===== config.mk =====
export PLATFORM = sky130hd
export DESIGN_NAME = sbp_param_table
export DESIGN_NICKNAME = d
export VERILOG_FILES = /design/src/pkg/sbp_pkg.sv /design/src/rtl/sbp_param_table.sv
export SDC_FILE = /design/constraint.sdc
export NUM_CORES = 1
export LEC_CHECK = 0
export CAP_MARGIN = 5
export CORE_MARGIN = 2
export CORE_UTILIZATION = 40
export DETAILED_ROUTE_END_ITERATION = 6
export DONT_BUFFER_PORTS = 1
export MAX_ROUTING_LAYER = met4
export PLACE_DENSITY_LB_ADDON = 0.12
export SYNTH_ARGS = -nofsm -noshare
export SYNTH_HDL_FRONTEND = slang
export SYNTH_SLANG_ARGS = --single-unit
export TNS_END_PERCENT = 5

===== constraint.sdc =====
create_clock -name clk -period 2.01 [get_ports clk]
set_clock_uncertainty 0.2 [all_clocks]
set_input_delay 0.402 -clock clk [delete_from_list [all_inputs] [get_ports clk]]
set_output_delay 0.402 -clock clk [all_outputs]
set_load 0.03 [all_outputs]

===== src/pkg/sbp_pkg.sv =====
// constants for the discovery parameter table block
package sbp_pkg;
    localparam int SBP_AW = 8;
    localparam int SBP_DW = 8;

    // discovery header fields that point at the table
    localparam logic [7:0] SBP_OFS_HDR_LEN = 8'h0B;
    localparam logic [7:0] SBP_OFS_HDR_PTR0 = 8'h0C;
    localparam logic [7:0] SBP_OFS_HDR_PTR1 = 8'h0D;
    localparam logic [7:0] SBP_OFS_HDR_PTR2 = 8'h0E;
    localparam logic [7:0] SBP_HDR_LEN_DWORDS = 8'h10;
    localparam logic [7:0] SBP_HDR_PTR0_VAL = 8'h30;
    localparam logic [7:0] SBP_HDR_PTR_HI_VAL = 8'h00;

    // table offsets
    localparam logic [7:0] SBP_OFS_PARAM_FEATURES_BYTE0 = 8'h30;
    localparam logic [7:0] SBP_OFS_SECTOR_ERASE_OPCODE = 8'h31;
    localparam logic [7:0] SBP_OFS_READ_MODE_SUPPORT = 8'h32;
    localparam logic [7:0] SBP_OFS_PARAM_UNUSED_UPPER = 8'h33;
    localparam logic [7:0] SBP_OFS_ARRAY_DENSITY_BITS = 8'h34;
    localparam logic [7:0] SBP_OFS_QUAD_IO_CYCLE_COUNTS = 8'h38;
    localparam logic [7:0] SBP_OFS_QUAD_IO_READ_OPCODE = 8'h39;
    localparam logic [7:0] SBP_OFS_QUAD_OUT_CYCLE_COUNTS = 8'h3A;
    localparam logic [7:0] SBP_OFS_QUAD_OUT_READ_OPCODE = 8'h3B;
    localparam logic [7:0] SBP_OFS_DUAL_OUT_CYCLE_COUNTS = 8'h3C;
    localparam logic [7:0] SBP_OFS_DUAL_OUT_READ_OPCODE = 8'h3D;
    localparam logic [7:0] SBP_OFS_DUAL_IO_CYCLE_COUNTS = 8'h3E;
    localparam logic [7:0] SBP_OFS_DUAL_IO_READ_OPCODE = 8'h3F;

    // block's own registers
    localparam logic [7:0] SBP_OFS_DENSITY_SEL = 8'h80;
    localparam logic [7:0] SBP_OFS_IGNORED_WRITES = 8'h81;

    // table values
    localparam logic [7:0] SBP_VAL_PARAM_FEATURES_BYTE0 = 8'hE5;
    localparam logic [7:0] SBP_VAL_SECTOR_ERASE_OPCODE = 8'h20;
    localparam logic [7:0] SBP_VAL_READ_MODE_SUPPORT = 8'hF1;
    localparam logic [7:0] SBP_VAL_PARAM_UNUSED_UPPER = 8'hFF;
    localparam logic [7:0] SBP_VAL_QUAD_IO_CYCLE_COUNTS = 8'h44;
    localparam logic [7:0] SBP_VAL_QUAD_IO_READ_OPCODE = 8'hEB;
    localparam logic [7:0] SBP_VAL_QUAD_OUT_CYCLE_COUNTS = 8'h08;
    localparam logic [7:0] SBP_VAL_QUAD_OUT_READ_OPCODE = 8'h6B;
    localparam logic [7:0] SBP_VAL_DUAL_OUT_CYCLE_COUNTS = 8'h08;
    localparam logic [7:0] SBP_VAL_DUAL_OUT_READ_OPCODE = 8'h3B;
    localparam logic [7:0] SBP_VAL_DUAL_IO_CYCLE_COUNTS = 8'h80;
    localparam logic [7:0] SBP_VAL_DUAL_IO_READ_OPCODE = 8'hBB;
    localparam logic [7:0] SBP_VAL_UNMAPPED = 8'hFF;

    // density in bits minus one, per part size
    localparam logic [31:0] SBP_DENS_2MBIT = 32'h001FFFFF;
    localparam logic [31:0] SBP_DENS_4MBIT = 32'h003FFFFF;
    localparam logic [31:0] SBP_DENS_8MBIT = 32'h007FFFFF;

    // density select encodings
    localparam logic [1:0] SBP_DSEL_2MBIT = 2'h0;
    localparam logic [1:0] SBP_DSEL_4MBIT = 2'h1;
    localparam logic [1:0] SBP_DSEL_8MBIT = 2'h2;
    localparam logic [1:0] SBP_DSEL_RESET = SBP_DSEL_8MBIT;

    // field positions in the first parameter byte and byte 32h
    localparam int SBP_FB_ERASE_LSB = 0;
    localparam int SBP_FB_PROG_BUF = 2;
    localparam int SBP_FB_VOLSTAT_LSB = 3;
    localparam int SBP_RM_DDR = 3;
    localparam int SBP_RM_ADDR_LSB = 1;
endpackage


===== src/rtl/sbp_param_table.sv =====
// read-only discovery parameter table with register port and byte stream
// Function
// - byte 30h reads E5h, top bits ones
// - first byte bits 4:3 read 00b
// - first byte bit 2 reads one
// - first byte bits 1:0 read 01b
// - byte 31h reports erase opcode 20h
// - byte 32h reads F1h
// - double-rate support bit 19 reads zero
// - address bytes field reads 00b, three-byte
// - byte 33h reads FFh
// - bytes 34h-37h give density bits minus one
// - byte 38h reads 44h
// - byte 39h reports opcode EBh
// - byte 3Ah reads 08h
// - byte 3Bh reports opcode 6Bh
// - byte 3Ch reads 08h
// - byte 3Dh reports opcode 3Bh
// - byte 3Eh reads 80h
// - byte 3Fh reports opcode BBh
// - header points to table at 30h
// - header gives table length 10h dwords
//
// The address-and-strobe port is this design's own decision.
module sbp_param_table (
    input wire logic clk,
    input wire logic arst_n,
    input wire logic [sbp_pkg::SBP_AW-1:0] reg_addr,
    input wire logic [sbp_pkg::SBP_DW-1:0] reg_wdata,
    input wire logic reg_wr,
    input wire logic reg_rd,
    output logic [sbp_pkg::SBP_DW-1:0] reg_rdata,
    input wire logic disc_load,
    input wire logic [sbp_pkg::SBP_AW-1:0] disc_addr,
    input wire logic disc_next,
    output logic [sbp_pkg::SBP_DW-1:0] disc_data,
    output logic disc_valid
);
    import sbp_pkg::*;

    typedef struct packed {
        logic [7:0] rd_data;
        logic [7:0] ptr;
        logic [7:0] disc_data;
        logic disc_valid;
        logic [1:0] dens_sel;
        logic [7:0] ign_cnt;
    } sbp_state_s;

    sbp_state_s st_r;
    sbp_state_s st_nxt;

    function automatic logic [31:0] sbp_density(input logic [1:0] ds);
        logic [31:0] d;
        d = SBP_DENS_8MBIT;
        if (ds == SBP_DSEL_2MBIT) begin
            d = SBP_DENS_2MBIT;
        end else if (ds == SBP_DSEL_4MBIT) begin
            d = SBP_DENS_4MBIT;
        end
        return d;
    endfunction

    // one byte of discovery space; constants, except bytes 34h-37h, which follow the density select
    function automatic logic [7:0] sbp_rom(input logic [7:0] a, input logic [1:0] ds);
        logic [31:0] dens;
        logic [7:0] b;
        dens = sbp_density(ds);
        b = SBP_VAL_UNMAPPED;
        case (a)
            SBP_OFS_HDR_LEN: b = SBP_HDR_LEN_DWORDS;
            SBP_OFS_HDR_PTR0: b = SBP_HDR_PTR0_VAL;
            SBP_OFS_HDR_PTR1: b = SBP_HDR_PTR_HI_VAL;
            SBP_OFS_HDR_PTR2: b = SBP_HDR_PTR_HI_VAL;
            SBP_OFS_PARAM_FEATURES_BYTE0: b = SBP_VAL_PARAM_FEATURES_BYTE0;
            SBP_OFS_SECTOR_ERASE_OPCODE: b = SBP_VAL_SECTOR_ERASE_OPCODE;
            SBP_OFS_READ_MODE_SUPPORT: b = SBP_VAL_READ_MODE_SUPPORT;
            SBP_OFS_PARAM_UNUSED_UPPER: b = SBP_VAL_PARAM_UNUSED_UPPER;
            8'h34: b = dens[7:0];
            8'h35: b = dens[15:8];
            8'h36: b = dens[23:16];
            8'h37: b = dens[31:24];
            SBP_OFS_QUAD_IO_CYCLE_COUNTS: b = SBP_VAL_QUAD_IO_CYCLE_COUNTS;
            SBP_OFS_QUAD_IO_READ_OPCODE: b = SBP_VAL_QUAD_IO_READ_OPCODE;
            SBP_OFS_QUAD_OUT_CYCLE_COUNTS: b = SBP_VAL_QUAD_OUT_CYCLE_COUNTS;
            SBP_OFS_QUAD_OUT_READ_OPCODE: b = SBP_VAL_QUAD_OUT_READ_OPCODE;
            SBP_OFS_DUAL_OUT_CYCLE_COUNTS: b = SBP_VAL_DUAL_OUT_CYCLE_COUNTS;
            SBP_OFS_DUAL_OUT_READ_OPCODE: b = SBP_VAL_DUAL_OUT_READ_OPCODE;
            SBP_OFS_DUAL_IO_CYCLE_COUNTS: b = SBP_VAL_DUAL_IO_CYCLE_COUNTS;
            SBP_OFS_DUAL_IO_READ_OPCODE: b = SBP_VAL_DUAL_IO_READ_OPCODE;
            default: b = SBP_VAL_UNMAPPED;
        endcase
        return b;
    endfunction

    always_comb begin
        st_nxt = st_r;
        st_nxt.disc_valid = 1'b0;
        if (reg_rd) begin
            if (reg_addr == SBP_OFS_DENSITY_SEL) begin
                st_nxt.rd_data = {6'h00, st_r.dens_sel};
            end else if (reg_addr == SBP_OFS_IGNORED_WRITES) begin
                st_nxt.rd_data = st_r.ign_cnt;
            end else begin
                st_nxt.rd_data = sbp_rom(reg_addr, st_r.dens_sel);
            end
        end
        if (reg_wr) begin
            if (reg_addr == SBP_OFS_DENSITY_SEL) begin
                st_nxt.dens_sel = reg_wdata[1:0];
            end else if (reg_addr != SBP_OFS_IGNORED_WRITES) begin
                // table writes are dropped but counted
                st_nxt.ign_cnt = st_r.ign_cnt + 8'h01;
            end
        end
        // load takes precedence over next
        if (disc_load) begin
            st_nxt.disc_data = sbp_rom(disc_addr, st_r.dens_sel);
            st_nxt.ptr = disc_addr + 8'h01;
            st_nxt.disc_valid = 1'b1;
        end else if (disc_next) begin
            st_nxt.disc_data = sbp_rom(st_r.ptr, st_r.dens_sel);
            st_nxt.ptr = st_r.ptr + 8'h01;
            st_nxt.disc_valid = 1'b1;
        end
    end

    always_ff @(posedge clk or negedge arst_n) begin
        if (!arst_n) begin
            st_r <= '{rd_data: 8'h00, ptr: 8'h00, disc_data: 8'h00, disc_valid: 1'b0,
                      dens_sel: SBP_DSEL_RESET, ign_cnt: 8'h00};
        end else begin
            st_r <= st_nxt;
        end
    end

    assign reg_rdata = st_r.rd_data;
    assign disc_data = st_r.disc_data;
    assign disc_valid = st_r.disc_valid;
endmodule


# After elaboration in Yosys (flattened, before gate mapping)
# Cells that the tools add are included.
# Widths: inputs -> output; s select.
totals:
  output_inout_bits: 17
  word_cells: 90
  n_memories: 0
  mem_bits_rw: 0
  reg_bits: 35
  mem_bits_ro: 0
  in_bits: 30
  latch_bits: 0
classes:
  n_addsub: 3
  n_eq_ne: 61
  shift: 0
  muxes: 9
  n_reduce_logical: 10
  n_mul: 0
  div: 0
  n_bitwise: 1
  n_lt_le_gt_ge: 0
op_table:
  columns: ["op", "count"]
  rows:
  - ["$pmux 8 s17", 3]
  - ["$eq 8x6->1 const B", 45]
  - ["$eq 8x4->1 const B", 12]
  - ["$mux 23", 2]
  - ["$mux 17", 2]
  - ["$add 8x1->8 const B", 3]
  - ["$eq 8x8->1 const B", 2]
  - ["$mux 8", 2]
  - ["$reduce_or 2->1", 6]
  - ["$ne 8x8->1 const B", 1]
  - ["$reduce_and 3->1", 1]
  - ["$eq 2x1->1 const B", 1]
  - ["$logic_not 2->1", 1]
  - ["$reduce_and 2->1", 1]
  - ["$reduce_bool 2->1", 1]
  - ["$not 1->1", 1]

# Depth between registers and ports, before layout
logic_depth:
  depth_word: 6
  ltp_mapped: 8
  depth_no_buf: 7

# Worst setup path before layout
# OpenSTA, ideal clock, no wires.
synth_timing:
  kind: "input port to flip-flop"
  start: "in disc_addr[0] in the netlist's numbering"
  end: "reg st_r, in the netlist disc_data[6]"
  setup_time_ns: 0.142
  slack_ns: -0.246
  t_arrival_ns: 1.914
  t_required_ns: 1.668
  path_stages: 8
  n_path_buf: 1
  cell_sequence: "inv_1 > ha_1 > clkbuf_1 > nor4_1 > or4_1 > o311a_1 > o32ai_1 > a21oi_1"
synth_via:
  elab_chain_cells: 4
  word_cells_on_any_way: 23
  cone_classes: "eq/ne: 19; mux: 2; reduce/logical: 2"
synth_lines:
  columns: ["element", "line_no", "rtl"]
  rows:
  - ["start: declaration", "sbp_param_table.sv:34", "input wire logic [sbp_pkg::SBP_AW-1:0] disc_addr,"]
  - ["$eq 8x6->1 or $eq 8x4->1 (tied branches)", "sbp_param_table.sv:70", "case (a)"]
  - ["$reduce_or 2->1 (no source line)", null, null]
  - ["$pmux 8 s17 *", "sbp_param_table.sv:70", null]
  - ["$mux 17 *", "sbp_param_table.sv:117", "if (disc_load) begin"]
  - ["end signal: assignment", "sbp_param_table.sv:130", "st_r <= '{rd_data: 8'h00, ptr: 8'h00, disc_data: 8'h00, disc_valid: 1'b0,"]
  - ["end signal: assignment", "sbp_param_table.sv:133", "st_r <= st_nxt;"]
  - ["end: declaration", "sbp_param_table.sv:50", "sbp_state_s st_r;"]
# Every way passes the cells marked *; elsewhere a longest branch is shown, timed or not.
# A chain may end at the register's enable or synchronous reset.

# Final worst setup path
layout_timing:
  start: "reg st_r[19] in the netlist's numbering"
  end: "reg st_r, in the netlist disc_data[7]"
layout_via:
  elab_chain_cells: 5
  word_cells_on_any_way: 24
  cone_classes: "eq/ne: 19; mux: 3; reduce/logical: 2"
layout_lines:
  columns: ["element", "line_no", "rtl"]
  rows:
  - ["$eq 8x6->1 or $eq 8x4->1 (tied branches)", "sbp_param_table.sv:70", null]
  - ["$reduce_or 2->1 (no source line)", null, null]
  - ["$pmux 8 s17 *", "sbp_param_table.sv:70", null]
  - ["$mux 17 *", "sbp_param_table.sv:121", "end else if (disc_next) begin"]
  - ["$mux 17 *", "sbp_param_table.sv:117", null]
# Every way passes the cells marked *; elsewhere a longest branch is shown, timed or not. The select of a mux whose other input is x is not followed.

==> impl_metrics.env <==
export IMPL_drt_pre_antenna_iters=4
export IMPL_fin_crit_ps=1940
export IMPL_worstPathRequired_ps=2010
export IMPL_vias_per_cell=5.81
export IMPL_grt_pass1_vias=2718
export IMPL_min_path_type="primary input to register"
export IMPL_clock_sinks=35
export IMPL_pin_count=47
export IMPL_die_h_um=91.8
export IMPL_grt_antenna_before_repair=0
export IMPL_critical_path_arrival_ps=1940
export IMPL_vias=2935
export IMPL_grt_max_degree=36
export IMPL_worstSkewPairLatency_ps=290
export IMPL_layout_cells_non_filler=505
export IMPL_max_slew_margin_rel_pct=69.1
export IMPL_start_util_pct=40.5
export IMPL_rows=32
export IMPL_die_w_um=91.8
export IMPL_setup_tns_ps=0
export IMPL_cts_buffers=5
export IMPL_placed_cells=490
export IMPL_rsz0062_at_grt="true"
export IMPL_ys_async_sr_fraction_pct=100
export IMPL_yosys_area_top_type_share_pct=27.6
export IMPL_yosysSeqAreaShare_pct=28.4
export IMPL_fp_dieArea_um2=8430
export IMPL_drtIter0Drc=246
export IMPL_synthCells=392
export IMPL_netlist_area_um2=3080
export IMPL_grt_ovfl_total=0
export IMPL_clockBufferDepth=2
export IMPL_crit_type="register to register"
export IMPL_final_util_pct=46.6
export IMPL_gpl_final_weighted_congestion=0.922
export IMPL_synth_area_leaders="dfrtp_1 28%, nor2_1 4.9%, a21oi_1 4.7%, buf_4 3.9%, nand2_1 3.8%"
export IMPL_cts_tree="done"
export IMPL_end_kind="register"
export IMPL_power_leakage_nw=1.41
export IMPL_slew_violations=0
export IMPL_max_clock_freq_ghz=0.515
export IMPL_p_per_area_nw_per_um2=656
export IMPL_cp_max_fo=7
export IMPL_port_buffers=0
export IMPL_critPathLaunchType="register"
export IMPL_synth_top_area_cell="dfrtp_1"
export IMPL_synth_edf_count=0
export IMPL_grt_first_pass_wirelength_um=13700
export IMPL_drc=0
export IMPL_synth_cell_types=69
export IMPL_syn_num_nets=431
export IMPL_irDropWorstVdd_mv=0.228
export IMPL_post_dp_cell_area_um2=3320
export IMPL_status="complete, no violations"
export IMPL_fin_crit_sh_pct=96.5
export IMPL_cts_root_buf="clkbuf_8"
export IMPL_core_area_um2=7610
export IMPL_path_clk_slew_ps=80
export IMPL_final_layout_size_suffix_gt1_share_pct=18.4
export IMPL_insertedDiodeCount=0
export IMPL_nets=441
export IMPL_track_usage_pct=20.5
export IMPL_ys_warnings_count=0
export IMPL_avgSynthCellArea_um2=7.86
export IMPL_maxCapViolations=0
export IMPL_setup_viol=0
export IMPL_htreeDepth=2
export IMPL_ys_ff_latch=35
export IMPL_area_growth_pct=14.9
export IMPL_ys_flop_type="dfrtp_1"
export IMPL_dpl_hpwl_um=6090
export IMPL_worst_slew_pin_transition_ps=458
export IMPL_wl_per_cell_um=16.4
export IMPL_routed_wl_um=8290
export IMPL_postLayoutCellArea_um2=3540
export IMPL_drtAntennaViolNets=0
export IMPL_synth_most_common_cell="nor2_1"
export IMPL_finalHoldViolations=0
export IMPL_synth_commonest_cells="40 x nor2_1, 34 x dfrtp_1, 31 x nand2_1"
[cells in the final DEF (no fill, tap or decap), types with 9 or more instances in the layout]
master	netlist	routed
a21oi_1	29	29
nand2_1	31	30
xnor2_1	12	12
dfrtp_1	34	34
o21ai_0	23	23
o22ai_1	9	9
nor2_1	40	39
buf_4	16	41
inv_1	15	15
xor2_1	10	10
nand3_1	9	9
[repair_timing]
item	in CTS	in global routing
buffers inserted	1	0
setup endpoints to repair	1	7
pin swaps	1	0
hold buffers	5	1
endpoints found under the hold margin	41	1
cloned	0	0
resized for setup	2	5
[worst paths after layout]
check                           startpoint            to  slack, ps  cells past startpoint
worst min register to register     st_r[7]       st_r[7]        290                      1
worst max register to register    st_r[19]  disc_data[7]         70                      7
max in group asynchronous           arst_n       st_r[9]        990                      2
min in group asynchronous           arst_n  reg_rdata[7]        370                      2
worst max-delay path              st_r[19]  disc_data[7]         70                      7
worst min-delay path                reg_rd  reg_rdata[2]          4                      1
[critical path, stage by stage (launching register included)]
cell,delay (ps)
dfrtp_1,420
ha_1,260
nand2b_1,180
a2bb2oi_1,150
a32oi_2,190
a21oi_1,100
buf_4,160
a211oi_1,190
[cell families (layout without fill, tap and decap cells)]
| family | Yosys count | in the layout | synth area share (%) |
|---|---|---|---|
| AO/OA/AOI/OAI | 121 | 121 | 26.2 |
| adder cells (fa/ha/maj) | 9 | 9 | 3.65 |
| buffers and inverters | 61 | 72 | 9.66 |
| AND/OR/NAND/NOR | 137 | 137 | 23.3 |
| flip-flops | 35 | 35 | 28.4 |
| multiplexers | 7 | 7 | 2.44 |
| XOR/XNOR | 22 | 22 | 6.25 |
[where the power goes]
part / switching [W] / internal [W]
Combinational: 0.000308 / 0.000343
Sequential: 0.000204 / 0.000819
Clock: 0.000281 / 0.000369
Total: 0.000794 / 0.00153
[registers in the layout, indices dropped and copies added (netlist names)]
name	flops
st_r	18
disc_data	8
disc_valid	1
reg_rdata	8
[through the flow]
stage | total power [W] | hold slack [ps] | setup slack [ps]
after detailed placement | 0.00164 | -91.5 | -269
after global routing | 0.00247 | 0.444 | -49.3
after floorplan | 0.00149 | -93.6 | -151
after global placement | 0.00163 | -91.6 | -220
final | 0.00232 | 3.81 | 69.6
after CTS | 0.00233 | 0.0571 | 18.4
[area by class of cell]
class | count | area, um2
repair buffers | 48 | 398
well taps | 102 | 128
fillers | 792 | 4060
clock buffers | 5 | 68.8
clock inverters | 3 | 43.8
multi-input cells | 296 | 1970
flip-flops and latches | 35 | 877
inverters | 16 | 60.1
[metal layers]
layer / up-vias / share of wire [%] / global-route usage [%]
met5: - / 0 / -
met4: 0 / 0.78 / 4.73
met3: 6 / 5.6 / 4.35
met2: 79 / 42 / 27.3
met1: 1410 / 52 / 31.5
li1: 1440 / - / -
No activity file was read; power rests on OpenSTA's default activity.
